File: src/pkg/iic_pkg.sv
// Purpose: Shared constants and types of the two-wire bus controller
// Assumes: System clock of 10 MHz
// Notes: Quarter-bit counts derive from the clock period and bus rates
package iic_pkg;

  // ----------------------------------------------------------------
  // Clock and bus rates
  // ----------------------------------------------------------------
  localparam int CLK_PERIOD_NS = 100;
  localparam int RATE_KBPS_STD = 100;
  localparam int RATE_KBPS_FAST = 400;
  localparam int RATE_KBPS_PLUS = 1700;
  localparam int QCNT_W = 5;

  // Quarter of a bit period in clock cycles, rounded up, at least one
  localparam int DIV_STD = RATE_KBPS_STD * 4 * CLK_PERIOD_NS;
  localparam int DIV_FAST = RATE_KBPS_FAST * 4 * CLK_PERIOD_NS;
  localparam int DIV_PLUS = RATE_KBPS_PLUS * 4 * CLK_PERIOD_NS;
  localparam int QTR_STD_I = (1000000 + DIV_STD - 1) / DIV_STD;
  localparam int QTR_FAST_I = (1000000 + DIV_FAST - 1) / DIV_FAST;
  localparam int QTR_PLUS_I = (1000000 + DIV_PLUS - 1) / DIV_PLUS;
  localparam logic [QCNT_W-1:0] QTR_STD =
    QCNT_W'((QTR_STD_I < 1) ? 1 : QTR_STD_I);
  localparam logic [QCNT_W-1:0] QTR_FAST =
    QCNT_W'((QTR_FAST_I < 1) ? 1 : QTR_FAST_I);
  localparam logic [QCNT_W-1:0] QTR_PLUS =
    QCNT_W'((QTR_PLUS_I < 1) ? 1 : QTR_PLUS_I);

  // ----------------------------------------------------------------
  // Speed grades
  // ----------------------------------------------------------------
  localparam logic [1:0] SPEED_STD = 2'h0;
  localparam logic [1:0] SPEED_FAST = 2'h1;
  localparam logic [1:0] SPEED_PLUS = 2'h2;

  // ----------------------------------------------------------------
  // Address fields and write buffer depth
  // ----------------------------------------------------------------
  localparam int ADDR_W = 7;
  localparam logic [3:0] RSV_LOW = 4'h0;
  localparam logic [3:0] RSV_HIGH = 4'hf;
  localparam logic DIR_WRITE = 1'h0;
  localparam logic DIR_READ = 1'h1;
  localparam int FIFO_DEPTH = 4;

  // ----------------------------------------------------------------
  // States
  // ----------------------------------------------------------------
  typedef enum logic [2:0] {
    ST_IDLE, ST_START, ST_BYTE, ST_LOAD, ST_STOP
  } iic_state_t;

  typedef enum logic [1:0] {
    KIND_ADDR, KIND_WRITE, KIND_READ
  } iic_kind_t;

endpackage

File: src/hdl/iic_fifo.sv
// Purpose: Small FIFO for bytes waiting to go onto the bus
// Assumes: DEPTH is a power of two
// Notes: Ready and valid come from registered flags
`timescale 1ns/1ps
`default_nettype none
module iic_fifo #(
  parameter int WIDTH = 8,
  parameter int DEPTH = 4
) (
  // Clock and reset
  input wire logic clock_i,
  input wire logic rst_i,
  // Filling side
  input wire logic in_valid_i,
  input wire logic [WIDTH-1:0] in_data_i,
  output logic in_ready_o,
  // Draining side
  output logic out_valid_o,
  output logic [WIDTH-1:0] out_data_o,
  input wire logic out_ready_i
);

  localparam int AW = (DEPTH > 1) ? $clog2(DEPTH) : 1;
  localparam logic [AW:0] FULL_CNT = (AW+1)'(DEPTH);

  logic [WIDTH-1:0] mem_q [DEPTH];
  logic [AW-1:0] wr_q;
  logic [AW-1:0] rd_q;
  logic [AW:0] count_q;
  logic [AW:0] count_d;
  logic not_full_q;
  logic not_empty_q;
  wire push = in_valid_i && not_full_q;
  wire pop = not_empty_q && out_ready_i;

  // ----------------------------------------------------------------
  // Flags and pointers
  // ----------------------------------------------------------------
  assign count_d = (push && !pop) ? count_q + (AW+1)'(1) :
                   (pop && !push) ? count_q - (AW+1)'(1) : count_q;
  assign in_ready_o = not_full_q;
  assign out_valid_o = not_empty_q;
  assign out_data_o = mem_q[rd_q];

  always_ff @(posedge clock_i or posedge rst_i) begin
    if (rst_i) begin
      wr_q <= '0;
      rd_q <= '0;
      count_q <= '0;
      not_full_q <= 1'h1;
      not_empty_q <= 1'h0;
    end else begin
      if (push) wr_q <= wr_q + AW'(1);
      if (pop) rd_q <= rd_q + AW'(1);
      count_q <= count_d;
      not_full_q <= (count_d != FULL_CNT);
      not_empty_q <= (count_d != '0);
    end
  end

  always_ff @(posedge clock_i) begin
    if (push) mem_q[wr_q] <= in_data_i;
  end

endmodule
`default_nettype wire

File: src/hdl/iic_ctrl.sv
// Purpose: Controller for a two-wire bus reached across an isolator
// Assumes: Single controller on the local side of the isolator
// Notes: Lines are open drain; enables high mean pull low
`timescale 1ns/1ps
`default_nettype none
module iic_ctrl #(
  parameter int DATA_W = 8,
  parameter int DEPTH = iic_pkg::FIFO_DEPTH
) (
  // Clock and reset
  input wire logic clock_i,
  input wire logic rst_i,
  // Command port
  input wire logic cmd_valid_i,
  input wire logic [iic_pkg::ADDR_W-1:0] cmd_addr_i,
  input wire logic cmd_read_i,
  input wire logic [7:0] cmd_len_i,
  input wire logic cmd_stop_i,
  input wire logic [1:0] cmd_speed_i,
  output logic cmd_ready_o,
  // Write data
  input wire logic wr_valid_i,
  input wire logic [DATA_W-1:0] wr_data_i,
  output logic wr_ready_o,
  // Read data and status
  output logic rd_valid_o,
  output logic [DATA_W-1:0] rd_data_o,
  output logic done_o,
  output logic nack_o,
  output logic addr_err_o,
  output logic busy_o,
  output logic bus_held_o,
  // Local clock line
  input wire logic local_clock_line_i,
  output logic local_clock_line_o,
  output logic local_clock_line_oe_o,
  // Local data line
  input wire logic local_data_line_i,
  output logic local_data_line_o,
  output logic local_data_line_oe_o
);

  // ----------------------------------------------------------------
  // Decoding helpers
  // ----------------------------------------------------------------
  function automatic logic iic_reserved(
    input logic [iic_pkg::ADDR_W-1:0] addr
  );
    iic_reserved = (addr[6:3] == iic_pkg::RSV_LOW) ||
                   (addr[6:3] == iic_pkg::RSV_HIGH);
  endfunction

  function automatic logic [iic_pkg::QCNT_W-1:0] iic_qtr(
    input logic [1:0] speed
  );
    iic_qtr = (speed == iic_pkg::SPEED_PLUS) ? iic_pkg::QTR_PLUS :
              (speed == iic_pkg::SPEED_FAST) ? iic_pkg::QTR_FAST :
              iic_pkg::QTR_STD;
  endfunction

  // ----------------------------------------------------------------
  // State
  // ----------------------------------------------------------------
  iic_pkg::iic_state_t state_q, state_d;
  iic_pkg::iic_kind_t kind_q, kind_d;
  logic [1:0] phase_q, phase_d;
  logic [3:0] bit_q, bit_d;
  logic [iic_pkg::QCNT_W-1:0] qcnt_q, qcnt_d;
  logic [8:0] tx_q, tx_d;
  logic [8:0] rx_q, rx_d;
  logic [7:0] rem_q, rem_d;
  logic [iic_pkg::ADDR_W-1:0] addr_q, addr_d;
  logic rw_q, rw_d;
  logic stop_q, stop_d;
  logic [1:0] speed_q, speed_d;
  logic owned_q, owned_d;
  logic scl_oe_q, scl_oe_d;
  logic sda_oe_q, sda_oe_d;
  logic rd_valid_q, rd_valid_d;
  logic [DATA_W-1:0] rd_data_q, rd_data_d;
  logic done_q, done_d;
  logic nack_q, nack_d;
  logic err_q, err_d;
  logic ready_q;
  logic busy_q;
  logic reload;
  logic pop;
  logic scl_m_q, scl_s_q;
  logic sda_m_q, sda_s_q;
  logic fifo_valid;
  logic [DATA_W-1:0] fifo_data;

  wire tick = (qcnt_q == '0);
  wire take = (state_q == iic_pkg::ST_IDLE) && cmd_valid_i && ready_q;
  wire [8:0] rx_next = {rx_q[7:0], sda_s_q};
  wire byte_end = (state_q == iic_pkg::ST_BYTE) && (phase_q == 2'h3) &&
                  tick && (bit_q == 4'h8);

  // ----------------------------------------------------------------
  // Write byte buffer
  // ----------------------------------------------------------------
  iic_fifo #(.WIDTH(DATA_W), .DEPTH(DEPTH)) u_fifo (
    .clock_i(clock_i),
    .rst_i(rst_i),
    .in_valid_i(wr_valid_i),
    .in_data_i(wr_data_i),
    .in_ready_o(wr_ready_o),
    .out_valid_o(fifo_valid),
    .out_data_o(fifo_data),
    .out_ready_i(pop)
  );

  // ----------------------------------------------------------------
  // Line synchronisers
  // ----------------------------------------------------------------
  always_ff @(posedge clock_i or posedge rst_i) begin
    if (rst_i) begin
      scl_m_q <= 1'h1;
      scl_s_q <= 1'h1;
      sda_m_q <= 1'h1;
      sda_s_q <= 1'h1;
    end else begin
      scl_m_q <= local_clock_line_i;
      scl_s_q <= scl_m_q;
      sda_m_q <= local_data_line_i;
      sda_s_q <= sda_m_q;
    end
  end

  // ----------------------------------------------------------------
  // Quarter-bit timer
  // ----------------------------------------------------------------
  assign qcnt_d = reload ? iic_qtr(speed_d) - iic_pkg::QCNT_W'(1) :
                  tick ? qcnt_q : qcnt_q - iic_pkg::QCNT_W'(1);

  // ----------------------------------------------------------------
  // Sequencer
  // ----------------------------------------------------------------
  always_comb begin
    state_d = state_q;
    kind_d = kind_q;
    phase_d = phase_q;
    bit_d = bit_q;
    tx_d = tx_q;
    rx_d = rx_q;
    rem_d = rem_q;
    addr_d = addr_q;
    rw_d = rw_q;
    stop_d = stop_q;
    speed_d = speed_q;
    owned_d = owned_q;
    scl_oe_d = scl_oe_q;
    sda_oe_d = sda_oe_q;
    rd_valid_d = 1'h0;
    rd_data_d = rd_data_q;
    done_d = 1'h0;
    nack_d = 1'h0;
    err_d = 1'h0;
    reload = 1'h0;
    pop = 1'h0;
    case (state_q)
      iic_pkg::ST_IDLE: begin
        sda_oe_d = 1'h0;
        if (take) begin
          if (iic_reserved(cmd_addr_i)) begin
            err_d = 1'h1;
          end else begin
            addr_d = cmd_addr_i;
            rw_d = cmd_read_i;
            rem_d = cmd_len_i;
            stop_d = cmd_stop_i;
            speed_d = cmd_speed_i;
            tx_d = {cmd_addr_i, cmd_read_i, 1'h1};
            kind_d = iic_pkg::KIND_ADDR;
            state_d = iic_pkg::ST_START;
            phase_d = 2'h0;
            reload = 1'h1;
          end
        end
      end
      iic_pkg::ST_START: begin
        case (phase_q)
          2'h0: begin
            sda_oe_d = 1'h0;
            if (tick) begin
              scl_oe_d = 1'h0;
              phase_d = 2'h1;
            end
          end
          2'h1: begin
            if (scl_s_q && sda_s_q) begin
              phase_d = 2'h2;
              reload = 1'h1;
            end
          end
          2'h2: begin
            if (tick) begin
              sda_oe_d = 1'h1;
              phase_d = 2'h3;
              reload = 1'h1;
            end
          end
          default: begin
            if (tick) begin
              scl_oe_d = 1'h1;
              owned_d = 1'h1;
              state_d = iic_pkg::ST_BYTE;
              phase_d = 2'h0;
              bit_d = 4'h0;
              reload = 1'h1;
            end
          end
        endcase
      end
      iic_pkg::ST_BYTE: begin
        case (phase_q)
          2'h0: begin
            sda_oe_d = ~tx_q[8];
            if (tick) begin
              phase_d = 2'h1;
              reload = 1'h1;
            end
          end
          2'h1: begin
            if (tick) begin
              scl_oe_d = 1'h0;
              phase_d = 2'h2;
              reload = 1'h1;
            end
          end
          2'h2: begin
            if (scl_s_q && tick) begin
              phase_d = 2'h3;
              reload = 1'h1;
            end
          end
          default: begin
            if (tick) begin
              scl_oe_d = 1'h1;
              rx_d = rx_next;
              tx_d = {tx_q[7:0], 1'h1};
              bit_d = bit_q + 4'h1;
              phase_d = 2'h0;
              reload = 1'h1;
            end
          end
        endcase
        if (byte_end) begin
          bit_d = 4'h0;
          case (kind_q)
            iic_pkg::KIND_ADDR: begin
              if (sda_s_q) begin
                nack_d = 1'h1;
                state_d = iic_pkg::ST_STOP;
              end else if (rem_q == 8'h00) begin
                state_d = stop_q ? iic_pkg::ST_STOP : iic_pkg::ST_IDLE;
                done_d = !stop_q;
              end else if (rw_q == iic_pkg::DIR_READ) begin
                kind_d = iic_pkg::KIND_READ;
                tx_d = {8'hff, rem_q == 8'h01};
              end else begin
                kind_d = iic_pkg::KIND_WRITE;
                state_d = iic_pkg::ST_LOAD;
              end
            end
            iic_pkg::KIND_WRITE: begin
              rem_d = rem_q - 8'h01;
              if (sda_s_q) begin
                nack_d = 1'h1;
                state_d = iic_pkg::ST_STOP;
              end else if (rem_q == 8'h01) begin
                state_d = stop_q ? iic_pkg::ST_STOP : iic_pkg::ST_IDLE;
                done_d = !stop_q;
              end else begin
                state_d = iic_pkg::ST_LOAD;
              end
            end
            default: begin
              rd_valid_d = 1'h1;
              rd_data_d = rx_next[8:1];
              rem_d = rem_q - 8'h01;
              if (rem_q == 8'h01) begin
                state_d = stop_q ? iic_pkg::ST_STOP : iic_pkg::ST_IDLE;
                done_d = !stop_q;
              end else begin
                tx_d = {8'hff, rem_q == 8'h02};
              end
            end
          endcase
        end
      end
      iic_pkg::ST_LOAD: begin
        if (fifo_valid) begin
          pop = 1'h1;
          tx_d = {fifo_data, 1'h1};
          state_d = iic_pkg::ST_BYTE;
          phase_d = 2'h0;
          bit_d = 4'h0;
          reload = 1'h1;
        end
      end
      iic_pkg::ST_STOP: begin
        case (phase_q)
          2'h0: begin
            sda_oe_d = 1'h1;
            if (tick) begin
              scl_oe_d = 1'h0;
              phase_d = 2'h1;
            end
          end
          2'h1: begin
            if (scl_s_q) begin
              phase_d = 2'h2;
              reload = 1'h1;
            end
          end
          2'h2: begin
            if (tick) begin
              sda_oe_d = 1'h0;
              phase_d = 2'h3;
              reload = 1'h1;
            end
          end
          default: begin
            if (tick) begin
              owned_d = 1'h0;
              done_d = 1'h1;
              state_d = iic_pkg::ST_IDLE;
            end
          end
        endcase
      end
      default: begin
        state_d = iic_pkg::ST_IDLE;
      end
    endcase
  end

  // ----------------------------------------------------------------
  // Registers
  // ----------------------------------------------------------------
  always_ff @(posedge clock_i or posedge rst_i) begin
    if (rst_i) begin
      state_q <= iic_pkg::ST_IDLE;
      kind_q <= iic_pkg::KIND_ADDR;
      phase_q <= 2'h0;
      bit_q <= 4'h0;
      qcnt_q <= '0;
      tx_q <= 9'h1ff;
      rx_q <= 9'h000;
      rem_q <= 8'h00;
      addr_q <= '0;
      rw_q <= iic_pkg::DIR_WRITE;
      stop_q <= 1'h1;
      speed_q <= iic_pkg::SPEED_STD;
      owned_q <= 1'h0;
      scl_oe_q <= 1'h0;
      sda_oe_q <= 1'h0;
    end else begin
      state_q <= state_d;
      kind_q <= kind_d;
      phase_q <= phase_d;
      bit_q <= bit_d;
      qcnt_q <= qcnt_d;
      tx_q <= tx_d;
      rx_q <= rx_d;
      rem_q <= rem_d;
      addr_q <= addr_d;
      rw_q <= rw_d;
      stop_q <= stop_d;
      speed_q <= speed_d;
      owned_q <= owned_d;
      scl_oe_q <= scl_oe_d;
      sda_oe_q <= sda_oe_d;
    end
  end

  always_ff @(posedge clock_i or posedge rst_i) begin
    if (rst_i) begin
      rd_valid_q <= 1'h0;
      rd_data_q <= '0;
      done_q <= 1'h0;
      nack_q <= 1'h0;
      err_q <= 1'h0;
      ready_q <= 1'h0;
      busy_q <= 1'h0;
    end else begin
      rd_valid_q <= rd_valid_d;
      rd_data_q <= rd_data_d;
      done_q <= done_d;
      nack_q <= nack_d | (nack_q & ~done_d & (state_q != iic_pkg::ST_IDLE));
      err_q <= err_d;
      ready_q <= (state_d == iic_pkg::ST_IDLE) && !take;
      busy_q <= (state_d != iic_pkg::ST_IDLE);
    end
  end

  // ----------------------------------------------------------------
  // Outputs
  // ----------------------------------------------------------------
  assign cmd_ready_o = ready_q;
  assign rd_valid_o = rd_valid_q;
  assign rd_data_o = rd_data_q;
  assign done_o = done_q;
  assign nack_o = nack_q;
  assign addr_err_o = err_q;
  assign busy_o = busy_q;
  assign bus_held_o = owned_q;
  assign local_clock_line_o = 1'h0;
  assign local_data_line_o = 1'h0;
  assign local_clock_line_oe_o = scl_oe_q;
  assign local_data_line_oe_o = sda_oe_q;

  // ----------------------------------------------------------------
  // Checks
  // ----------------------------------------------------------------
  a_data_change: assert property (@(posedge clock_i) disable iff (rst_i)
    ($changed(sda_oe_q) && !$past(scl_oe_q)) |->
      ($past(state_q) == iic_pkg::ST_START ||
       $past(state_q) == iic_pkg::ST_STOP))
    else $error("data moved while clock high outside start or stop");

  a_start_shape: assert property (@(posedge clock_i) disable iff (rst_i)
    ($rose(sda_oe_q) && !scl_oe_q) |->
      ($past(state_q) == iic_pkg::ST_START ##[1:30] scl_oe_q))
    else $error("start not formed under released clock");

  a_stop_shape: assert property (@(posedge clock_i) disable iff (rst_i)
    ($fell(sda_oe_q) && !$past(scl_oe_q)) |->
      ($past(state_q) == iic_pkg::ST_STOP))
    else $error("data rose under high clock outside stop");

  a_idle_seen: assert property (@(posedge clock_i) disable iff (rst_i)
    ($rose(sda_oe_q) && !scl_oe_q) |-> $past(scl_s_q && sda_s_q, 2))
    else $error("start issued while bus not idle");

  a_addr_first: assert property (@(posedge clock_i) disable iff (rst_i)
    ($past(state_q) == iic_pkg::ST_START && state_q == iic_pkg::ST_BYTE) |->
      (tx_q == {addr_q, rw_q, 1'h1} && kind_q == iic_pkg::KIND_ADDR))
    else $error("address byte not loaded at start");

  a_ack_release: assert property (@(posedge clock_i) disable iff (rst_i)
    (state_q == iic_pkg::ST_BYTE && bit_q == 4'h8 && phase_q == 2'h3 &&
     kind_q != iic_pkg::KIND_READ) |-> !sda_oe_q)
    else $error("data not released for target acknowledge");

  a_ack_hold: assert property (@(posedge clock_i) disable iff (rst_i)
    (state_q == iic_pkg::ST_BYTE && phase_q == 2'h3 &&
     $past(phase_q) == 2'h3) |-> $stable(sda_oe_q))
    else $error("data moved during clock high phase");

  a_read_ack: assert property (@(posedge clock_i) disable iff (rst_i)
    (state_q == iic_pkg::ST_BYTE && kind_q == iic_pkg::KIND_READ &&
     bit_q == 4'h8 && phase_q == 2'h3 && rem_q > 8'h01) |-> sda_oe_q)
    else $error("read byte before last not acknowledged");

  a_last_nack: assert property (@(posedge clock_i) disable iff (rst_i)
    (state_q == iic_pkg::ST_BYTE && kind_q == iic_pkg::KIND_READ &&
     bit_q == 4'h8 && phase_q == 2'h3 && rem_q == 8'h01) |-> !sda_oe_q)
    else $error("last read byte was acknowledged");

  a_fifo_stall: assert property (@(posedge clock_i) disable iff (rst_i)
    (state_q == iic_pkg::ST_LOAD && !fifo_valid) |=>
      (state_q == iic_pkg::ST_LOAD && scl_oe_q))
    else $error("write went on without a byte");

  a_clock_own: assert property (@(posedge clock_i) disable iff (rst_i)
    scl_oe_q |-> (state_q != iic_pkg::ST_IDLE || owned_q))
    else $error("clock held low without owning the bus");

  a_end_kind: assert property (@(posedge clock_i) disable iff (rst_i)
    (done_q && !owned_q) |-> ($past(state_q, 2) == iic_pkg::ST_STOP))
    else $error("transfer released bus without stop");

  a_reserved: assert property (@(posedge clock_i) disable iff (rst_i)
    (take && iic_reserved(cmd_addr_i)) |=>
      (addr_err_o && state_q == iic_pkg::ST_IDLE))
    else $error("reserved address not refused");

endmodule
`default_nettype wire

File: config.mk
export PLATFORM = sky130hd
export DESIGN_NAME = iic_ctrl
export DESIGN_NICKNAME = d
export VERILOG_FILES = /design/src/pkg/iic_pkg.sv /design/src/hdl/iic_fifo.sv /design/src/hdl/iic_ctrl.sv
export SDC_FILE = /design/constraint.sdc
export NUM_CORES = 1
export LEC_CHECK = 0
export BUFFER_PORTS_ARGS = -buffer_cell sky130_fd_sc_hd__buf_2
export CAP_MARGIN = 20
export CORE_MARGIN = 4
export CORE_UTILIZATION = 57
export CTS_CLUSTER_DIAMETER = 150
export DETAILED_ROUTE_END_ITERATION = 16
export PLACE_DENSITY = 0.79
export RECOVER_POWER = 50
export SLEW_MARGIN = 15
export SYNTH_ARGS = -nofsm -noshare
export SYNTH_HDL_FRONTEND = slang
export SYNTH_SLANG_ARGS = --single-unit
File: constraint.sdc
create_clock -name clock_i -period 6.9 [get_ports clock_i]
set_input_delay 1.035 -clock clock_i [delete_from_list [all_inputs] [get_ports clock_i]]
set_output_delay 1.035 -clock clock_i [all_outputs]
set_load 0.1 [all_outputs]
---- After elaboration in Yosys (flattened, before gate mapping) ----
Memory sizes are Yosys's and may differ from the RTL's.
Index checks and enable logic that the tools add are counted.
operators by class
  $add $sub $neg .......................... 8
  equality and inequality tests ........... 43
  mux-type cells .......................... 117
  bitwise gates (word level) .............. 8
  reduce and logical (&&, ||, !) cells .... 49
operator list
  operator                                           number
  2-to-1 mux 9 bit                                   10
  2-to-1 mux 3 bit                                   17
  2-to-1 mux 2 bit                                   18
  2-to-1 mux 1 bit                                   35
  inequality test 3 bit (second input constant)      11
  2-to-1 mux 8 bit                                   4
  inequality test 2 bit (second input constant)      14
  one-hot mux 9 bit (3 select lines)                 1
  2-to-1 mux 4 bit                                   6
  2-to-1 mux 5 bit                                   4
  one-hot mux 1 bit (2 select lines)                 9
  one-hot mux 2 bit (3 select lines)                 3
  one-hot mux 9 bit (2 select lines)                 1
  nonzero test 3 bit                                 6
  one-hot mux 8 bit (2 select lines)                 1
  one-hot mux 3 bit (5 select lines)                 1
  logical AND 1 bit                                  12
  one-hot mux 4 bit (3 select lines)                 1
  AND reduction 6 bit                                2
  one-hot mux 2 bit (5 select lines)                 1
  AND reduction 5 bit                                2
  subtractor 5 x 1 -> 5 bit (second input constant)  2
  AND reduction 3 bit                                3
  AND reduction 9 bit                                1
  other kinds (37)                                   60
storage, ports and cells
  register bits after elaboration ......... 75
  memory bits (writable) .................. 32
  bits of input ports ..................... 33
  output and inout port bits .............. 20
  logic and storage cells ................. 256
  memories ................................ 1
memory list
  name          words  bits a word  rd ports  clocked after memory_dff  write ports  RTL line        RTL
  u_fifo.mem_q  4      8            1         0                         1            iic_fifo.sv:26  logic [WIDTH-1:0] mem_q [DEPTH];

---- Depth between registers and ports, before layout ----
Gate-level depths: netlist (run 1).
  depth after elaboration ................. 10
  mapped depth ............................ 15

---- By module ----
From an unflattened synthesis (run 1), not the netlist that was laid out.
second synthesis, totals
  cells, all modules ...................... 508
  area, all modules ....................... 5575.3 µm²
modules (own cells, without submodules)
  module    times used  cells each  area an instance (µm²)
  iic_ctrl  1           418         3895.0
  iic_fifo  1           90          1680.4

---- Worst setup path before layout (run 1) ----
Ideal clock, no wire load.
  path kind ............................... input -> register
  start ................................... input cmd_addr_i[3] (netlist name)
  end ..................................... register qcnt_q[4] (netlist name)
  setup time .............................. 0.126 ns
  arrival ................................. 2.976 ns
  required time ........................... 6.774 ns
  slack ................................... 3.797 ns
  stages .................................. 13
  path buffers ............................ 0
  path through ............................ or4_4 nand4_4 mux2i_1 inv_1 ha_1 inv_1 mux2i_1 ha_1 nand2_1 nand2_1 o21ai_0 nand2_1 o21ai_0
on the way
  longest elaborated chain between the ends .. 10
  elaborated cells on any way between the ends .. 16
  those cells by class .................... add/sub: 1; eq/ne: 4; mux: 9; reduce/logical: 2
ends and longest elaborated chain
  element                                                  RTL line                        RTL
  start, declared                                          iic_ctrl.sv:15                  input wire logic [iic_pkg::ADDR_W-1:0] cmd_addr_i,
  == test 4 bit / zero test 4 bit (equally long branches)  iic_ctrl.sv:50, iic_ctrl.sv:49
  logical OR 1 bit *                                       iic_ctrl.sv:49                  iic_reserved = (addr[6:3] == iic_pkg::RSV_LOW) ||
  2-to-1 mux 2 bit *                                       iic_ctrl.sv:165                 if (iic_reserved(cmd_addr_i)) begin
  2-to-1 mux 2 bit *                                       iic_ctrl.sv:164                 if (take) begin
  2-to-1 mux 2 bit *                                       iic_ctrl.sv:161                 case (state_q)
  named net speed_d[1]                                     iic_ctrl.sv:75                  logic [1:0] speed_q, speed_d;
  == test 2 x 1 -> 1 bit                                   iic_ctrl.sv:57                  (speed == iic_pkg::SPEED_FAST) ? iic_pkg::QTR_FAST :
  2-to-1 mux 5 bit                                         iic_ctrl.sv:57
  2-to-1 mux 5 bit *                                       iic_ctrl.sv:56                  iic_qtr = (speed == iic_pkg::SPEED_PLUS) ? iic_pkg::QTR_PLUS :
  subtractor 5 x 1 -> 5 bit *                              iic_ctrl.sv:133                 assign qcnt_d = reload ? iic_qtr(speed_d) - iic_pkg::QCNT_W'(1) :
  2-to-1 mux 5 bit *                                       iic_ctrl.sv:133
  end signal, assigned                                     iic_ctrl.sv:364                 qcnt_q <= qcnt_d;
  end, declared                                            iic_ctrl.sv:68                  logic [iic_pkg::QCNT_W-1:0] qcnt_q, qcnt_d;
Mark *: on every way through the listed nets, which the timed path passes. The rest lies on a longest branch.
A chain may end at the register's enable or synchronous reset.

---- Worst setup path in the final report (run 1) ----
  start ................................... register state_q[1]
  end ..................................... register qcnt_q[4] (netlist name)
on the way
  longest elaborated chain between the ends .. 10
  elaborated cells on any way between the ends .. 18
  those cells by class .................... add/sub: 1; eq/ne: 7; mux: 7; reduce/logical: 3
ends and longest elaborated chain
  element                          RTL line                         RTL
  start, declared                  iic_ctrl.sv:64                   iic_pkg::iic_state_t state_q, state_d;
  start signal, assigned           iic_ctrl.sv:344                  state_q <= iic_pkg::ST_IDLE;
  start signal, assigned           iic_ctrl.sv:360                  state_q <= state_d;
  zero test 3 bit *                iic_ctrl.sv:94, iic_ctrl.sv:161
  logical AND 1 bit (2 in series)  iic_ctrl.sv:94                   wire take = (state_q == iic_pkg::ST_IDLE) && cmd_valid_i && ready_q;
  2-to-1 mux 2 bit                 iic_ctrl.sv:164
  2-to-1 mux 2 bit *               iic_ctrl.sv:161
  named net speed_d[1]             iic_ctrl.sv:75
  == test 2 x 1 -> 1 bit           iic_ctrl.sv:57
  2-to-1 mux 5 bit                 iic_ctrl.sv:57
  2-to-1 mux 5 bit *               iic_ctrl.sv:56
  subtractor 5 x 1 -> 5 bit *      iic_ctrl.sv:133
  2-to-1 mux 5 bit *               iic_ctrl.sv:133
Marks and branches as above.

==> flow_summary.toml, run 1 <==
[placement]
dp_hpwl_um = 8040
routabilityCongestion = 0.952
port-buffer-count = 50

[detailed_routing]
wire_per_inst_um = 17.4
via_per_inst = 5.98
ant_nets = 0
drt_iter0_drc = 322
drtPass1Iterations = 5
route.detailed.drc = 0
vias = 3951
wl_um = 11500

[die]
io_pins = 53
start_util_pct = 59.3
die_h_um = 107
core_um2 = 9370
placementRows = 35
die_area_um2 = 11400
die_w_um = 107

[worst_setup_path]
path_class = "reg2reg"
cp_slowest_cell = "nor3_1"
r2r_slack_ns = 3.65
path_common_cell = "nand2_1"
rr_startpoint = "state_q[1]$_DFF_PP0_"
crit_chain = "nor3_1 -> nand4_4 -> mux2i_1 -> inv_1 -> ha_1 -> inv_1 -> mux2i_1 -> ha_1 -> nand2_1 -> nand2_1 -> o21ai_0 -> nand2_1 -> o21ai_0"
required_ns = 7.15
end_kind = "flip-flop"
crit_fanout = 23
r2r-end = "qcnt_q[4]$_DFFE_PP0P_"
startpoint_type = "flip-flop"
max_stage_delay_ns = 0.66
crit_start = "state_q[1]$_DFF_PP0_"
ff2ff_path_depth = 13
endpoint = "qcnt_q[4]$_DFFE_PP0P_"
crit_arrival_ns = 3.49

[global_routing]
grt_use_total_pct = 20.7
grt_pass1_wl_um = 18800
globalRouteOverflowTotal = 0
grt_max_degree = 76
grt_pass1_vias = 3893
antenna_found_initial = 0

[power]
pwr-share-seq_pct = 41.7
ir_drop_v = 0.000213
power.internal_uw = 1410
cellPowerDensity_nw_per_um2 = 393
p_leak_uw = 0.00256
swShare_pct = 40.8
p_sw_uw = 972
clkPwrFrac_pct = 17.2
combPwrFrac_pct = 41.1

[flow_run]
drv_cap = 0

[clocking]
cts_resized = 0
hold_buffers = 0
clk_latency_ns = 0.38
clock_sinks = 107
cts_tree = "built"
clk_pin_slew_ns = 0.11
cts_buffers = 9
ctsRootBufferMaster = "clkbuf_8"
clockBufferDepth = 2
htree_levels = 3
postCtsSetupRepairBufs = 0

[logic_synthesis]
syn_inst = 489
ys_ff_latch = 107
synth_warnings = 0
synth_top_cell_area_share_pct = 27.0
avgSynthCellArea_um2 = 11.4
async_flop_share_pct = 70.1
synth.area.top_cells = "dfrtp_1 27%, edfxtp_1 17%, dfstp_2 7.1%"
synthDistinctLibCells = 72
synth_ff_type = "dfrtp_1"
synth-edff-count = 32
netlist_area_um2 = 5560
yosysTopAreaCell = "dfrtp_1"
yosysSeqAreaShare_pct = 51.4

[finish]
diodes = 0
multi_input_area_um2 = 2470
register_area_um2 = 2860
drive_gt1_share_pct = 23.5
utilization_pct = 64.7
fin_nets = 579
fillers = 774
final_common_cell = "dfrtp_1"
mostFrequentLayoutCells = "60 x dfrtp_1, 41 x buf_2, 40 x nand2_1, 32 x edfxtp_1, 28 x o21ai_0"
syn_to_final_growth_pct = 9.04

[sta]
fin_crit_ns = 3.25
skew_ns = 0.0154
hold_viol_final = 0
post-route-period-util_pct = 47.1
setup_viol = 0
fmax_ghz = 0.308
finalSetupTns_ns = 0
tightest_slew_ns = 0.940
rsz0062_at_grt = "no"
slew_violations = 0
relSlewSlack_pct = 37.3

[min_path]
hold_path.class = "reg2reg"

[run_status]
status = "finished clean"
stage by stage:
| step | total power (uW) | setup slack (ns) | cell area (um2) | std cells | hold WS [ns] |
|---|---|---|---|---|---|
| after floorplan | 1780 | 3.80 | 5570 | 490 | 0.345 |
| after global placement | 1940 | 3.49 | 5860 | 645 | 0.347 |
| after detailed placement | 1980 | 3.32 | 5860 | 645 | 0.350 |
| after CTS | 2390 | 3.68 | 6080 | 661 | 0.368 |
| after global routing | 2540 | 3.49 | 6060 | 661 | 0.371 |
| final | 2380 | 3.65 | 6060 | 661 | 0.365 |
synth_stat cells, drive strengths merged (8+ instances only):
| master | instances |
|---|---|
| a21oi | 24 |
| a22o | 11 |
| a22oi | 9 |
| buf | 14 |
| clkbuf | 14 |
| dfrtp | 60 |
| dfstp | 15 |
| edfxtp | 32 |
| ha | 19 |
| inv | 25 |
| mux2 | 19 |
| mux2i | 9 |
| mux4 | 8 |
| nand2 | 41 |
| nand3 | 10 |
| nor2 | 24 |
| nor2b | 11 |
| nor3 | 11 |
| o211ai | 12 |
| o21ai | 30 |
area by class of cell:
type / instances / share of cell area (%)
Clock buffer: 9 / 2.04
Clock inverter: 7 / 1.46
Inverter: 25 / 1.55
Multi-Input combinational cell: 330 / 40.7
Sequential cell: 107 / 47.1
Tap cell: 129 / 2.66
Timing Repair Buffer: 54 / 4.44
worst min-delay path by stage:
stage,startpoint,to,slack (ns),cells after the start
floorplan,scl_m_q$_DFF_PP1_,scl_s_q$_DFF_PP1_,0.35,0
global placement,scl_m_q$_DFF_PP1_,scl_s_q$_DFF_PP1_,0.35,0
detailed placement,sda_m_q$_DFF_PP1_,sda_s_q$_DFF_PP1_,0.35,0
CTS,scl_m_q$_DFF_PP1_,scl_s_q$_DFF_PP1_,0.37,0
global route,scl_m_q$_DFF_PP1_,scl_s_q$_DFF_PP1_,0.37,0
finish,scl_m_q$_DFF_PP1_,scl_s_q$_DFF_PP1_,0.37,0
logic make-up (layout without fill, tap and decap cells):
| logic type | Yosys count | in the layout | synth area share (%) |
|---|---|---|---|
| DFF | 107 | 107 | 51.4 |
| buffers and inverters | 53 | 95 | 4.27 |
| other | 1 | 2 | 0.0674 |
| xor gates and xnor gates | 6 | 6 | 0.945 |
| muxes | 36 | 36 | 8.71 |
| and+or+nand+nor | 141 | 141 | 13.9 |
| adders and majority gates | 19 | 19 | 4.27 |
| AOI/OAI and AO/OA | 126 | 126 | 16.4 |
power groups by stage:
stage          Sequential (uW)  Clock [uW]  Combinational, uW
3_5_place_dp              1000           0                975
6_report                   994         411                978
2_1_floorplan             1020           0                754
3_3_place_gp               995           0                940
5_1_grt                   1020         445               1070
4_1_cts                    993         420                981
per-layer routing:
metal	share of wire, %	global-route usage, %	vias to the layer above
met5	0	0	-
met4	1.3	5.11	0
met3	6.4	5.84	14
met2	50	35.4	125
met1	42	26.2	1940
li1	-	-	1872
state kept, by name (all words and copies together), names as in the netlist, 2 cells and up, named ones only:
| name | count |
|---|---|
| bit_q | 4 |
| u_fifo.rd_q | 2 |
| qcnt_q | 5 |
| tx_q | 9 |
| u_fifo.wr_q | 2 |
| u_fifo.count_q | 3 |
| rd_data_o | 8 |
| speed_q | 2 |
| rx_q | 8 |
| u_fifo.mem_q | 32 |
| rem_q | 8 |
| state_q | 3 |
| phase_q | 2 |
| kind_q | 2 |
worst max-delay path: cells and delay by family, from the launching register on:
| family | cells | cell delay (ns) |
|---|---|---|
| simple gates | 5 | 1.17 |
| flops | 1 | 0.65 |
| fa+ha+maj | 2 | 0.59 |
| mux | 2 | 0.39 |
| compound gates | 2 | 0.16 |
| buf+inv | 2 | 0.14 |
Note: power is estimated with default switching activity, not from simulation.
==> run 2: changes to the inputs <==
--- a/config.mk
+++ b/config.mk
@@ -5,10 +5,11 @@
 export SDC_FILE = /design/constraint.sdc
 export NUM_CORES = 1
 export LEC_CHECK = 0
+export ABC_AREA = 1
 export BUFFER_PORTS_ARGS = -buffer_cell sky130_fd_sc_hd__buf_2
 export CAP_MARGIN = 20
 export CORE_MARGIN = 4
-export CORE_UTILIZATION = 57
+export CORE_UTILIZATION = 54
 export CTS_CLUSTER_DIAMETER = 150
 export DETAILED_ROUTE_END_ITERATION = 16
 export PLACE_DENSITY = 0.79
==> constraint.sdc (replaced) <==
create_clock -name clock_i -period 2.63 [get_ports clock_i]
set_input_delay 0.3945 -clock clock_i [delete_from_list [all_inputs] [get_ports clock_i]]
set_output_delay 0.3945 -clock clock_i [all_outputs]
set_load 0.1 [all_outputs]
==> run 2 against run 1 <==
Clock power increased to 2.6 times the previous value. Count of clock-buffer cells in the layout is the same. Non-clock buffer count up 7. Critical path type unchanged. Largest power group unchanged.
==> flow_summary.toml, run 2 <==
[die]
io_pins = 53
placementRows = 36
core_um2 = 9860
die_h_um = 109
die_w_um = 109
die_area_um2 = 11900
start_util_pct = 56.0

[detailed_routing]
route.detailed.drc = 0
wire_per_inst_um = 14.7
ant_nets = 0
vias = 4484
wl_um = 12200
drtPass1Iterations = 5
drt_iter0_drc = 340
via_per_inst = 5.38

[global_routing]
grt_max_degree = 50
grt_pass1_vias = 4329
grt_use_total_pct = 21.6
grt_pass1_wl_um = 20300
antenna_found_initial = 0
globalRouteOverflowTotal = 0

[finish]
syn_to_final_growth_pct = 11.7
largest_reg_flops = 32
drive_gt1_share_pct = 15.3
final_common_cell = "nand2_1"
regMostFlops = "u_fifo.mem_q"
fin_cells = 834
fillers = 843
diodes = 0
reg.largest.list = "u_fifo.mem_q (32), tx_q (9)"
fin_nets = 748
utilization_pct = 62.5
fin_area_um2 = 6170
mostFrequentLayoutCells = "143 x nand2_1, 78 x o21ai_0, 73 x inv_1, 66 x nor2_1, 59 x dfrtp_1"

[placement]
dp.cells = 818
port-buffer-count = 50
placed_area_um2 = 5970
dp_hpwl_um = 8990
routabilityCongestion = 0.929

[logic_synthesis]
syn_inst = 638
netlist_area_um2 = 5520
synth_top_cell_area_share_pct = 27.2
avgSynthCellArea_um2 = 8.66
async_flop_share_pct = 70.1
ys_ff_latch = 107
yosysTopAreaCell = "dfrtp_1"
synth.area.top_cells = "dfrtp_1 27%, edfxtp_1 17%, nand2_1 9.7%"
yosysSeqAreaShare_pct = 51.7
synth_ff_type = "dfrtp_1"
synth-edff-count = 32
synth_warnings = 0
synthTopCellsByCount = "143 x nand2_1, 79 x o21ai_0, 73 x inv_1"
synth.most_common_cell = "nand2_1"
synthDistinctLibCells = 47

[worst_setup_path]
r2r-end = "qcnt_q[1]$_DFFE_PP0P_"
crit_start = "phase_q[0]$_DFFE_PP0P_"
end_kind = "flip-flop"
path_class = "reg2reg"
required_ns = 2.96
ff2ff_path_depth = 13
r2r_slack_ns = 0.17
crit_fanout = 7
crit_arrival_ns = 2.79
endpoint = "qcnt_q[1]$_DFFE_PP0P_"
rr_startpoint = "phase_q[0]$_DFFE_PP0P_"
startpoint_type = "flip-flop"

[clocking]
clk_pin_slew_ns = 0.11
postCtsSetupRepairBufs = 0
cts_tree = "built"
cts_resized = 0
clock_sinks = 107
clk_latency_ns = 0.38
clockBufferDepth = 2
cts_buffers = 9
hold_buffers = 0
ctsRootBufferMaster = "clkbuf_8"
htree_levels = 3

[sta]
skew_ns = 0.0112
tightest_slew_ns = 1.38
whs_ns = 0.0987
fmax_ghz = 0.406
relSlewSlack_pct = 7.78
finalSetupTns_ns = 0
fin_crit_ns = 2.46
post-route-period-util_pct = 93.7
hold_viol_final = 0
slew_violations = 0
rsz0062_at_grt = "no"
setup_viol = 0

[power]
p_leak_uw = 0.00281
ir_drop_v = 0.000534
cellPowerDensity_nw_per_um2 = 549

[min_path]
hold_path.class = "in2reg"

[flow_run]
drv_cap = 0

[run_status]
status = "finished clean"
-- run 2: cell types whose count changed after synthesis, sizes merged, moves of 11 or more --
cell | previous run | this run
o21ai | 30 | 80
inv | 25 | 75
nor2 | 24 | 72
nand2 | 41 | 148
nand3 | 10 | 27
nor2b | 11 | 0
mux2 | 19 | 1
-- run 2: cell type report --
class                           count  area (um2)  share of cell area [%]
Timing Repair Buffer               61         317                    5.13
Multi-Input combinational cell    436        2310                    37.5
Inverter                           81         307                    4.97
Tap cell                          133         166                    2.70
Clock buffer                        9         124                    2.01
Clock inverter                      7        86.3                    1.40
Sequential cell                   107        2860                    46.3
-- run 2: how the worst min path moves through the flow --
stage | from | slack (ns) | end | depth (start not counted)
final | local_clock_line_i | 0.1 | scl_m_q$_DFF_PP1_ | 1
after global routing | local_data_line_i | 0.08 | sda_m_q$_DFF_PP1_ | 1
after CTS | rst_i | 0.06 | rx_q[7]$_DFFE_PP0P_ | 3
after detailed placement | sda_m_q$_DFF_PP1_ | 0.35 | sda_s_q$_DFF_PP1_ | 0
after global placement | scl_m_q$_DFF_PP1_ | 0.35 | scl_s_q$_DFF_PP1_ | 0
after floorplan | scl_m_q$_DFF_PP1_ | 0.35 | scl_s_q$_DFF_PP1_ | 0
-- run 2: cell families (layout without fill, tap and decap cells) --
logic type	Yosys count	after routing	share of synthesized area (%)
xor+xnor	7	7	1.11
other cells	1	2	0.0679
buf+inv	96	158	6.82
flops	107	107	51.7
simple gates	268	268	21.3
compound gates	138	138	14.3
fa+ha+maj	19	19	4.30
mux	2	2	0.385
-- run 2: stage by stage --
stage          total power [uW]  setup WS (ns)
2_1_floorplan              2230          0.171
3_3_place_gp               2330          0.236
3_5_place_dp               2350          0.119
4_1_cts                    3430         0.0924
5_1_grt                    3560        0.00310
6_report                   3390          0.166
-- run 2: power by group --
group	leakage [uW]	switching [uW]	internal, uW
registers	0.00119	56.9	1870
logic	0.00151	275	111
clock network	0.000110	605	466
total	0.00281	936	2450
-- run 2: routing by layer --
metal,vias to the layer above,wire (um),track usage (%)
met1,2112,5470,28.0
met2,117,5830,35.4
met3,22,672,5.45
met4,0,270,7.39
met5,-,0,0
li1,2233,-,-
-- run 2: critical path: stages, from the launching register on --
cell,delay (ns)
dfrtp_1,0.42
inv_1,0.18
ha_4,0.19
inv_1,0.04
or2_2,0.28
nand2_1,0.07
nor2_1,0.06
nor2_4,0.17
nand3_2,0.15
nand2_1,0.12
nand2_1,0.11
ha_1,0.30
or2_2,0.29
inv_1,0.05
